`src/gtm_map.vh`:
```
`ifndef GTM_MAP_VH
`define GTM_MAP_VH
// Register byte addresses on the AXI4-Lite bus.
`define GTM_ADDR_CTRL 8'h00
`define GTM_ADDR_GATE 8'h04
`define GTM_ADDR_CNTL 8'h08
`define GTM_ADDR_CNTH 8'h0C
`define GTM_AW 4
// Counter control field positions.
`define GTM_CS_HI 7
`define GTM_CS_LO 6
`define GTM_PS_HI 5
`define GTM_PS_LO 4
`define GTM_OSCEN 3
`define GTM_SYNCB 2
`define GTM_ON 0
`define GTM_CTRL_WMASK 8'hFD
// Gate control field positions.
`define GTM_GE 7
`define GTM_GPOL 6
`define GTM_GTM 5
`define GTM_GSPM 4
`define GTM_GARM 3
`define GTM_GVAL 2
`define GTM_GSS_HI 1
`define GTM_GSS_LO 0
`define GTM_GATE_WMASK 8'hFB
// Flag register: bit 7 gate event, bit 0 overflow; writing 1 clears.
`define GTM_ADDR_FLAG 8'h10
`define GTM_ADDR_IEN 8'h14
`define GTM_FLAG_GATE 7
`define GTM_FLAG_OVF 0
// Irq control: bit 7 global, bit 6 peripheral.
`define GTM_ADDR_IRQC 8'h18
`define GTM_IRQ_GIE 7
`define GTM_IRQ_PERIPHERAL_IRQ_ENABLE 6
// Capture/compare pair.
`define GTM_ADDR_CCL 8'h1C
`define GTM_ADDR_CCH 8'h20
// Clock source codes.
`define GTM_CS_INSTR 2'h0
`define GTM_CS_SYS 2'h1
`define GTM_CS_EXT 2'h2
`define GTM_CS_LFO 2'h3
// Gate source codes, then the instruction divider terminal count and the bus response codes.
`define GTM_GS_PIN 2'h0
`define GTM_GS_TICK 2'h1
`define GTM_GS_PER 2'h2
`define GTM_INSTR_DIV 2'h3
`define GTM_RESP_OK 2'h0
`define GTM_RESP_SLVERR 2'h2
`endif

```
`src/gtm_timer.v`:
```
`timescale 1ns/1ps
`default_nettype none
`include "gtm_map.vh"
module gtm_timer #(
   parameter PS_W = 3
) (
   input wire clock,
   input wire rst,
   input wire [7:0] s_axi_awaddr,
   input wire s_axi_awvalid,
   output reg s_axi_awready,
   input wire [31:0] s_axi_wdata,
   input wire [3:0] s_axi_wstrb,
   input wire s_axi_wvalid,
   output reg s_axi_wready,
   output reg [1:0] s_axi_bresp,
   output reg s_axi_bvalid,
   input wire s_axi_bready,
   input wire [7:0] s_axi_araddr,
   input wire s_axi_arvalid,
   output reg s_axi_arready,
   output reg [31:0] s_axi_rdata,
   output reg [1:0] s_axi_rresp,
   output reg s_axi_rvalid,
   input wire s_axi_rready,
   input wire gate_input_pin,
   input wire external_count_pin,
   input wire crystal_tick,
   input wire low_freq_internal_osc,
   input wire tick_timer_wrap,
   input wire period_timer_match,
   input wire capture_event,
   input wire special_event,
   input wire sleep_mode,
   output reg compare_match_r,
   output reg irq_r,
   output reg wake_r
);
   reg [7:0] ctrl_r;
   reg [7:0] gate_r;
   reg [7:0] ien_r;
   reg [7:0] irqc_r;
   reg gflag_r;
   reg oflag_r;
   reg [15:0] count_r;
   reg [15:0] cc_r;
   reg [PS_W-1:0] ps_r;
   reg [1:0] instr_r;
   reg ext_s1_r;
   reg ext_s2_r;
   reg ext_d_r;
   reg tog_r;
   reg gsrc_d_r;
   reg gval_d_r;
   reg spm_seen_r;
   reg [7:0] aw_addr_r;
   reg aw_have_r;
   reg [31:0] w_data_r;
   reg [3:0] w_strb_r;
   reg w_have_r;

   function sel_bit;
      input [1:0] code;
      input [3:0] srcs;
      begin
         sel_bit = srcs[code];
      end
   endfunction

   // Gate source with reserved code reading low before the polarity is applied.
   wire [1:0] gss = gate_r[`GTM_GSS_HI:`GTM_GSS_LO];
   wire gsrc_raw = sel_bit(gss, {1'b0, period_timer_match, tick_timer_wrap,
      gate_input_pin});
   // Polarity 0 inverts so that a high value always means count enabled.
   wire gsrc = gsrc_raw ~^ gate_r[`GTM_GPOL];
   wire gsrc_rise = gsrc & ~gsrc_d_r;
   wire tog_lvl = gate_r[`GTM_GTM] ? tog_r : gsrc;
   wire spm = gate_r[`GTM_GSPM];
   wire arm = gate_r[`GTM_GARM];
   // In single-pulse mode only the first window after arming passes.
   wire gval = spm ? (tog_lvl & (arm | spm_seen_r) & spm_seen_r) : tog_lvl;
   wire gval_fall = gval_d_r & ~gval;

   // Clock source selection and input edge.
   wire [1:0] cs = ctrl_r[`GTM_CS_HI:`GTM_CS_LO];
   wire ext_raw = ctrl_r[`GTM_OSCEN] ? crystal_tick : external_count_pin;
   // The bypass path still needs an edge detector; without a second clock it is one stage shorter.
   wire ext_lvl = ctrl_r[`GTM_SYNCB] ? ext_s1_r : ext_s2_r;
   wire ext_rise = ext_lvl & ~ext_d_r;
   wire src_tick = sel_bit(cs, {ext_rise & 1'b0 | low_freq_internal_osc,
      ext_rise, 1'b1, instr_r == `GTM_INSTR_DIV});
   wire in_sleep_ok = ~sleep_mode | (cs[1] & ctrl_r[`GTM_SYNCB]);
   wire run = ctrl_r[`GTM_ON] & (~gate_r[`GTM_GE] | gval) & in_sleep_ok;
   wire [2:0] ps_lim = (3'h1 << ctrl_r[`GTM_PS_HI:`GTM_PS_LO]) - 3'h1;
   wire ps_done = ps_r == ps_lim;

   // Bus write decode.
   reg sel_ctrl;
   reg sel_gate;
   reg sel_cntl;
   reg sel_cnth;
   reg sel_flag;
   reg sel_ien;
   reg sel_irqc;
   reg sel_ccl;
   reg sel_cch;
   reg sel_ok;

   // One select per register keeps the address compare in a single place.
   always @* begin
      sel_ctrl = 1'b0;
      sel_gate = 1'b0;
      sel_cntl = 1'b0;
      sel_cnth = 1'b0;
      sel_flag = 1'b0;
      sel_ien = 1'b0;
      sel_irqc = 1'b0;
      sel_ccl = 1'b0;
      sel_cch = 1'b0;
      sel_ok = 1'b1;
      case (aw_addr_r)
         `GTM_ADDR_CTRL: sel_ctrl = 1'b1;
         `GTM_ADDR_GATE: sel_gate = 1'b1;
         `GTM_ADDR_CNTL: sel_cntl = 1'b1;
         `GTM_ADDR_CNTH: sel_cnth = 1'b1;
         `GTM_ADDR_FLAG: sel_flag = 1'b1;
         `GTM_ADDR_IEN: sel_ien = 1'b1;
         `GTM_ADDR_IRQC: sel_irqc = 1'b1;
         `GTM_ADDR_CCL: sel_ccl = 1'b1;
         `GTM_ADDR_CCH: sel_cch = 1'b1;
         default: sel_ok = 1'b0;
      endcase
   end

   wire wr_go = aw_have_r & w_have_r & ~s_axi_bvalid;
   wire wr_ctrl = wr_go & sel_ctrl;
   wire wr_gate = wr_go & sel_gate;
   wire wr_cnt = wr_go & (sel_cntl | sel_cnth);
   wire wr_flag = wr_go & sel_flag;
   wire wr_ien = wr_go & sel_ien;
   wire wr_irqc = wr_go & sel_irqc;
   wire wr_ccl = wr_go & sel_ccl;
   wire wr_cch = wr_go & sel_cch;
   wire wr_ok = sel_ok;
   wire [7:0] wb = w_data_r[7:0];
   wire wl = w_strb_r[0];

   reg [15:0] count_nxt;
   reg [PS_W-1:0] ps_nxt;
   reg wrap_nxt;

   // A write beats a special event, which beats counting.
   // The wrap flag follows only a real increment, so a clear at the top never sets it.
   always @* begin
      count_nxt = count_r;
      ps_nxt = ps_r;
      wrap_nxt = 1'b0;
      if (wr_cnt) begin
         ps_nxt = {PS_W{1'b0}};
         if (wl & sel_cntl)
            count_nxt[7:0] = wb;
         if (wl & sel_cnth)
            count_nxt[15:8] = wb;
      end else if (special_event) begin
         count_nxt = 16'h0000;
         ps_nxt = {PS_W{1'b0}};
      end else if (run & src_tick) begin
         if (ps_done) begin
            ps_nxt = {PS_W{1'b0}};
            count_nxt = count_r + 16'h0001;
            wrap_nxt = count_r == 16'hFFFF;
         end else
            ps_nxt = ps_r + {{(PS_W-1){1'b0}}, 1'b1};
      end
   end

   reg [7:0] rd_byte;
   reg rd_err;

   always @* begin
      rd_byte = 8'h00;
      rd_err = 1'b0;
      case (s_axi_araddr)
         `GTM_ADDR_CTRL: rd_byte = ctrl_r;
         `GTM_ADDR_GATE: rd_byte = {gate_r[7:3], gval, gate_r[1:0]};
         `GTM_ADDR_CNTL: rd_byte = count_r[7:0];
         `GTM_ADDR_CNTH: rd_byte = count_r[15:8];
         `GTM_ADDR_FLAG: rd_byte = {gflag_r, 6'h00, oflag_r};
         `GTM_ADDR_IEN: rd_byte = ien_r;
         `GTM_ADDR_IRQC: rd_byte = irqc_r;
         `GTM_ADDR_CCL: rd_byte = cc_r[7:0];
         `GTM_ADDR_CCH: rd_byte = cc_r[15:8];
         default: rd_err = 1'b1;
      endcase
   end

   // Overflow only requests while counting is switched on.
   wire ovf_req = oflag_r & ien_r[`GTM_FLAG_OVF] & ctrl_r[`GTM_ON];
   wire gate_req = gflag_r & ien_r[`GTM_FLAG_GATE];

   always @(posedge clock) begin
      if (rst) begin
         instr_r <= 2'h0;
         ext_s1_r <= 1'b0;
         ext_s2_r <= 1'b0;
         ext_d_r <= 1'b0;
         gsrc_d_r <= 1'b0;
         gval_d_r <= 1'b0;
      end else begin
         instr_r <= instr_r + 2'h1;
         ext_s1_r <= ext_raw;
         ext_s2_r <= ext_s1_r;
         ext_d_r <= ext_lvl;
         gsrc_d_r <= gsrc;
         gval_d_r <= gval;
      end
   end

   // Toggle flip-flop and single-pulse window.
   always @(posedge clock) begin
      if (rst) begin
         tog_r <= 1'b0;
         spm_seen_r <= 1'b0;
      end else begin
         if (~gate_r[`GTM_GTM] | ~ctrl_r[`GTM_ON])
            tog_r <= 1'b0;
         else if (gsrc_rise)
            tog_r <= ~tog_r;
         if (~spm | ~arm)
            spm_seen_r <= 1'b0;
         // Only a fresh incrementing edge opens the window, never a level already high.
         else if (~spm_seen_r & gsrc_rise & (~gate_r[`GTM_GTM] | ~tog_r))
            spm_seen_r <= 1'b1;
      end
   end

   // Control, gate and flag registers.
   always @(posedge clock) begin
      if (rst) begin
         ctrl_r <= 8'h00;
         gate_r <= 8'h00;
         ien_r <= 8'h00;
         irqc_r <= 8'h00;
         cc_r <= 16'h0000;
         gflag_r <= 1'b0;
         oflag_r <= 1'b0;
      end else begin
         if (wr_ctrl & wl)
            ctrl_r <= wb & `GTM_CTRL_WMASK;
         if (wr_gate & wl)
            gate_r <= wb & `GTM_GATE_WMASK;
         else if (spm & arm & spm_seen_r & ~tog_lvl)
            gate_r[`GTM_GARM] <= 1'b0;
         if (wr_ien & wl)
            ien_r <= wb;
         if (wr_irqc & wl)
            irqc_r <= wb;
         if (capture_event)
            cc_r <= count_r;
         else if (wr_ccl & wl)
            cc_r[7:0] <= wb;
         else if (wr_cch & wl)
            cc_r[15:8] <= wb;
         // A new event wins over a clear in the same cycle.
         if (gval_fall)
            gflag_r <= 1'b1;
         else if (wr_flag & wl & wb[`GTM_FLAG_GATE])
            gflag_r <= 1'b0;
         if (wrap_nxt)
            oflag_r <= 1'b1;
         else if (wr_flag & wl & wb[`GTM_FLAG_OVF])
            oflag_r <= 1'b0;
      end
   end

   // Count and prescaler.
   always @(posedge clock) begin
      if (rst) begin
         count_r <= 16'h0000;
         ps_r <= {PS_W{1'b0}};
      end else begin
         count_r <= count_nxt;
         ps_r <= ps_nxt;
      end
   end

   // Outputs toward the processor and compare unit.
   always @(posedge clock) begin
      if (rst) begin
         compare_match_r <= 1'b0;
         irq_r <= 1'b0;
         wake_r <= 1'b0;
      end else begin
         compare_match_r <= cc_r == count_r;
         irq_r <= irqc_r[`GTM_IRQ_GIE] & irqc_r[`GTM_IRQ_PERIPHERAL_IRQ_ENABLE] & (ovf_req | gate_req);
         wake_r <= sleep_mode & oflag_r & ien_r[`GTM_FLAG_OVF] &
            irqc_r[`GTM_IRQ_PERIPHERAL_IRQ_ENABLE] & ctrl_r[`GTM_ON];
      end
   end

   // AXI4-Lite write channels; address and data taken in either order.
   always @(posedge clock) begin
      if (rst) begin
         aw_have_r <= 1'b0;
         w_have_r <= 1'b0;
         aw_addr_r <= 8'h00;
         w_data_r <= 32'h00000000;
         w_strb_r <= 4'h0;
         s_axi_awready <= 1'b0;
         s_axi_wready <= 1'b0;
         s_axi_bvalid <= 1'b0;
         s_axi_bresp <= `GTM_RESP_OK;
      end else begin
         s_axi_awready <= ~aw_have_r & ~s_axi_awready & s_axi_awvalid & ~s_axi_bvalid;
         s_axi_wready <= ~w_have_r & ~s_axi_wready & s_axi_wvalid & ~s_axi_bvalid;
         if (s_axi_awvalid & s_axi_awready) begin
            aw_have_r <= 1'b1;
            aw_addr_r <= s_axi_awaddr;
         end
         if (s_axi_wvalid & s_axi_wready) begin
            w_have_r <= 1'b1;
            w_data_r <= s_axi_wdata;
            w_strb_r <= s_axi_wstrb;
         end
         if (wr_go) begin
            aw_have_r <= 1'b0;
            w_have_r <= 1'b0;
            s_axi_bvalid <= 1'b1;
            s_axi_bresp <= wr_ok ? `GTM_RESP_OK : `GTM_RESP_SLVERR;
         end else if (s_axi_bvalid & s_axi_bready)
            s_axi_bvalid <= 1'b0;
      end
   end

   // AXI4-Lite read channel.
   always @(posedge clock) begin
      if (rst) begin
         s_axi_arready <= 1'b0;
         s_axi_rvalid <= 1'b0;
         s_axi_rdata <= 32'h00000000;
         s_axi_rresp <= `GTM_RESP_OK;
      end else begin
         s_axi_arready <= ~s_axi_arready & s_axi_arvalid & ~s_axi_rvalid;
         if (s_axi_arvalid & s_axi_arready) begin
            s_axi_rvalid <= 1'b1;
            s_axi_rresp <= rd_err ? `GTM_RESP_SLVERR : `GTM_RESP_OK;
            s_axi_rdata <= {24'h000000, rd_byte};
         end else if (s_axi_rvalid & s_axi_rready)
            s_axi_rvalid <= 1'b0;
      end
   end
endmodule
`default_nettype wire

```
`config.mk`:
```
export PLATFORM = sky130hd
export DESIGN_NAME = gtm_timer
export DESIGN_NICKNAME = d
export VERILOG_FILES = /design/src/gtm_timer.v
export VERILOG_INCLUDE_DIRS = /design/src
export SDC_FILE = /design/constraint.sdc
export NUM_CORES = 1
export LEC_CHECK = 0
export BUFFER_PORTS_ARGS = -buffer_cell sky130_fd_sc_hd__buf_2
export CORE_MARGIN = 5
export CORE_UTILIZATION = 55
export DETAILED_ROUTE_END_ITERATION = 6
export GPL_TIMING_DRIVEN = 1
export PLACE_DENSITY = 0.91
export SYNTH_ARGS = -nofsm -noshare
export SYNTH_HDL_FRONTEND = slang
export SYNTH_SLANG_ARGS = --single-unit
```
`constraint.sdc`:
```
create_clock -name clock -period 2.3 [get_ports clock]
set_input_delay 0.115 -clock clock [delete_from_list [all_inputs] [get_ports clock]]
set_output_delay 0.115 -clock clock [all_outputs]
set_load 0.1 [all_outputs]
```
==> results.cfg <==
[worst_setup_path]
worstSetupPathType = reg2reg
path_common_cell = buf_4
crit_buf_inv = 2
critPathMaxStageDelay_ns = 0.39
crit_slowest_cell = nor4_4
worstPathMaxFanout = 14
crit_family = simple AND/OR/NAND/NOR gates
timing.rr.start = aw_addr_r[7]
critPathRequiredTime_ns = 2.69
r2r-end = count_r[14]
path_cells = nor4_4, buf_4, and4_4, nor2_2, nand4_1, nand3_1, buf_4, o21ai_0, a21oi_1
r2r_slack_ns = -0.04
start_kind = flip-flop
reg2reg_depth = 9
endpoint_kind = flip-flop
worstPathArrival_ns = 2.74

[timing]
worst_pin_slew_ns = 0.630
worst_hold_slack_ns = 0.115
drv_slew = 0
fin_skew_ns = 0.0171
period_share_pct = 102
max_clock_freq_mhz = 426
worst_slack_ns = -0.0447
max-slew-margin-rel_pct = 57.9
hold_viol = 0
fin_crit_ns = 2.34
finalSetupViolations = 2
rsz0062_at_grt = yes

[pwr]
power_frac_seq_pct = 37.5
powerDensity_nw_per_um2 = 738
p_int_mw = 3.98
combPwrFrac_pct = 10.1
power_switching_mw = 1.44
ir_worst_vdd_uv = 484
p_sw_share_pct = 26.6
leakage_nw = 2.92
p_clk_share_pct = 52.4

[status]
status = finished with violations
failed_checks = negative setup slack

[die]
die_y_um = 113
start_util_pct = 56.3
die-area_um2 = 12700
core_um2 = 10300
die_w_um = 113
num_rows = 37
io_pins = 112

[finish]
finalInstanceArea_um2 = 7350
area_growth_pct = 26.4
register_area_um2 = 2260
final_cell_mix = 111 x dfxtp_1, 102 x nand2_1, 89 x a21oi_1
multiInputGateArea_um2 = 3210
final_common_cell = dfxtp_1
final_nets = 885
drive_gt1_share_pct = 19.0
final_util_pct = 71.2
fillers = 675

[clock_tree]
numCtsBuffers = 17
clk_latency_ns = 0.54
htreeDepth = 4
clock_sinks = 113
cts_tree = built
root_buffer = clkbuf_8
clock_path_buffers = 2
cts.clk_slew.worst_paths_ns = 0.07

[place]
placed_area_um2 = 6150
numPortBuffers = 58
dp_slack_ns = 0.221
hpwl_um = 10500
gp_congestion = 0.889

[hold_path]
hold_path.class = in2reg
hold_end = s_axi_rdata[2]
hold_start = s_axi_araddr[4]
holdPathStages = 5

[drt]
wl_per_cell_um = 19.1
vias_per_cell = 6.16
first_pass_iters = 7
ant_nets = 0
vias = 5935
drt_iter0_drc = 710
post-route-drc-count = 0
wl_um = 18400

[logic_synthesis]
yosys_most_used_dff = dfxtp_1
syn_area_per_cell_um2 = 8.18
synth_seq_cells = 113
yosysWarnings = 0
ys_async_sr_fraction_pct = 0
netlist_area_um2 = 5810
seq_area_frac_synth_pct = 38.9
syn_inst = 711
synth_edf_count = 0
yosysUniqueCellTypes = 63

[global_routing]
antenna_found_initial = 1
track_usage_pct = 28.3
grt_max_degree = 44
grt_pass1_vias = 5710
overflow = 0
grt_pass1_wl_um = 28900

[run]
cap_violations = 0
worst max path at each step:
stage                            start     endpoint  slack (ns)  cells after the start
final                     aw_addr_r[7]  count_r[14]       -0.04                      9
after global routing      aw_addr_r[7]  count_r[14]       -0.08                      9
after CTS                   count_r[1]  count_r[14]        0.16                      8
after detailed placement     gate_r[1]   count_r[3]        0.22                      7
after global placement    s_axi_bvalid     cc_r[10]        0.29                      8
after floorplan           s_axi_bvalid   count_r[8]        0.04                     10
synthesized netlist by cell type, types with 4 or more instances:
| cell type | count | area share [%] |
|---|---|---|
| nand2_1 | 102 | 6.6 |
| nand3_1 | 23 | 2.0 |
| nor2_1 | 76 | 4.9 |
| nor4_1 | 4 | 0.43 |
| inv_1 | 9 | 0.58 |
| nor4b_1 | 5 | 0.75 |
| nand4_1 | 11 | 1.2 |
| buf_4 | 27 | 3.5 |
| mux2i_1 | 36 | 6.2 |
| clkbuf_1 | 41 | 2.6 |
| nand2b_1 | 5 | 0.54 |
| o32ai_1 | 7 | 1.1 |
| xor2_1 | 17 | 2.6 |
| a22o_1 | 7 | 1.1 |
| dfxtp_1 | 113 | 39 |
| mux2_2 | 6 | 1.2 |
| and3_1 | 5 | 0.54 |
| and2_1 | 6 | 0.65 |
| mux4_2 | 8 | 3.1 |
| a21oi_1 | 89 | 7.7 |
| o21ai_0 | 17 | 1.5 |
| nor3_1 | 19 | 1.6 |
| buf_2 | 9 | 0.77 |
| a22oi_1 | 8 | 1.0 |
power groups by stage:
stage / combinational (mW) / sequential (mW) / clock [mW]
floorplan: 0.384 / 2.10 / 0
global placement: 0.469 / 2.07 / 0
detailed placement: 0.474 / 2.07 / 0
CTS: 0.527 / 2.03 / 2.81
global route: 0.576 / 2.03 / 2.93
finish: 0.549 / 2.03 / 2.84
cells by family (layout without fill, tap and decap cells):
family          Yosys count  count (layout)  synth area share (%)
buf+inv                  89             180                  8.07
xor+xnor                 19              19                  2.86
other cells               1              27                0.0645
flops                   113             113                  38.9
compound gates          152             152                  15.8
mux                      50              50                  10.5
simple gates            284             284                  23.2
fa+ha+maj                 3               3                 0.646
flip-flops by register name (all words and copies together), names as in the netlist, 2 cells and up:
name and flops:
w_data_r 8, gate_r 7, irqc_r 8, ien_r 8, cc_r 16, instr_r 2
ps_r 3, s_axi_rdata 8, ctrl_r 7, count_r 16, aw_addr_r 8
metal layers:
| metal | track usage (%) | vias to the layer above | share of wire, % |
|---|---|---|---|
| met5 | 0 | - | 0 |
| met4 | 19.9 | 0 | 7.3 |
| met3 | 6.74 | 115 | 10 |
| met2 | 45.1 | 443 | 46 |
| met1 | 33.5 | 2718 | 37 |
| li1 | - | 2659 | - |
timing repair:
item,in CTS,in global routing
resized for setup,0,5
endpoints found under the hold margin,27,0
hold buffers,51,0
setup endpoints to repair,0,32
buffers inserted,0,3
worst register-to-register path, delay by kind of cell (launching register included):
family	cells	cell delay, ns
AND/OR/NAND/NOR	5	1.03
flip-flops	1	0.36
buffers and inverters	2	0.39
AO/OA/AOI/OAI	2	0.43
per-stage QoR:
step / cells / total power, mW / setup TNS [ns]
global placement: 877 / 2.53 / 0
detailed placement: 877 / 2.54 / 0
finish: 964 / 5.42 / -0.0751
floorplan: 736 / 2.48 / 0
global route: 964 / 5.54 / -0.271
CTS: 960 / 5.36 / 0
area by class of cell:
| type | instances | share of cell area (%) |
|---|---|---|
| Clock inverter | 12 | 2.43 |
| Clock buffer | 20 | 6.20 |
| Timing Repair Buffer | 139 | 14.0 |
| Inverter | 9 | 0.460 |
| Antenna cell | 1 | 0.0341 |
| Sequential cell | 113 | 30.8 |
| Tap cell | 136 | 2.32 |
| Multi-Input combinational cell | 534 | 43.7 |
Note: power is estimated with default switching activity, not from simulation.
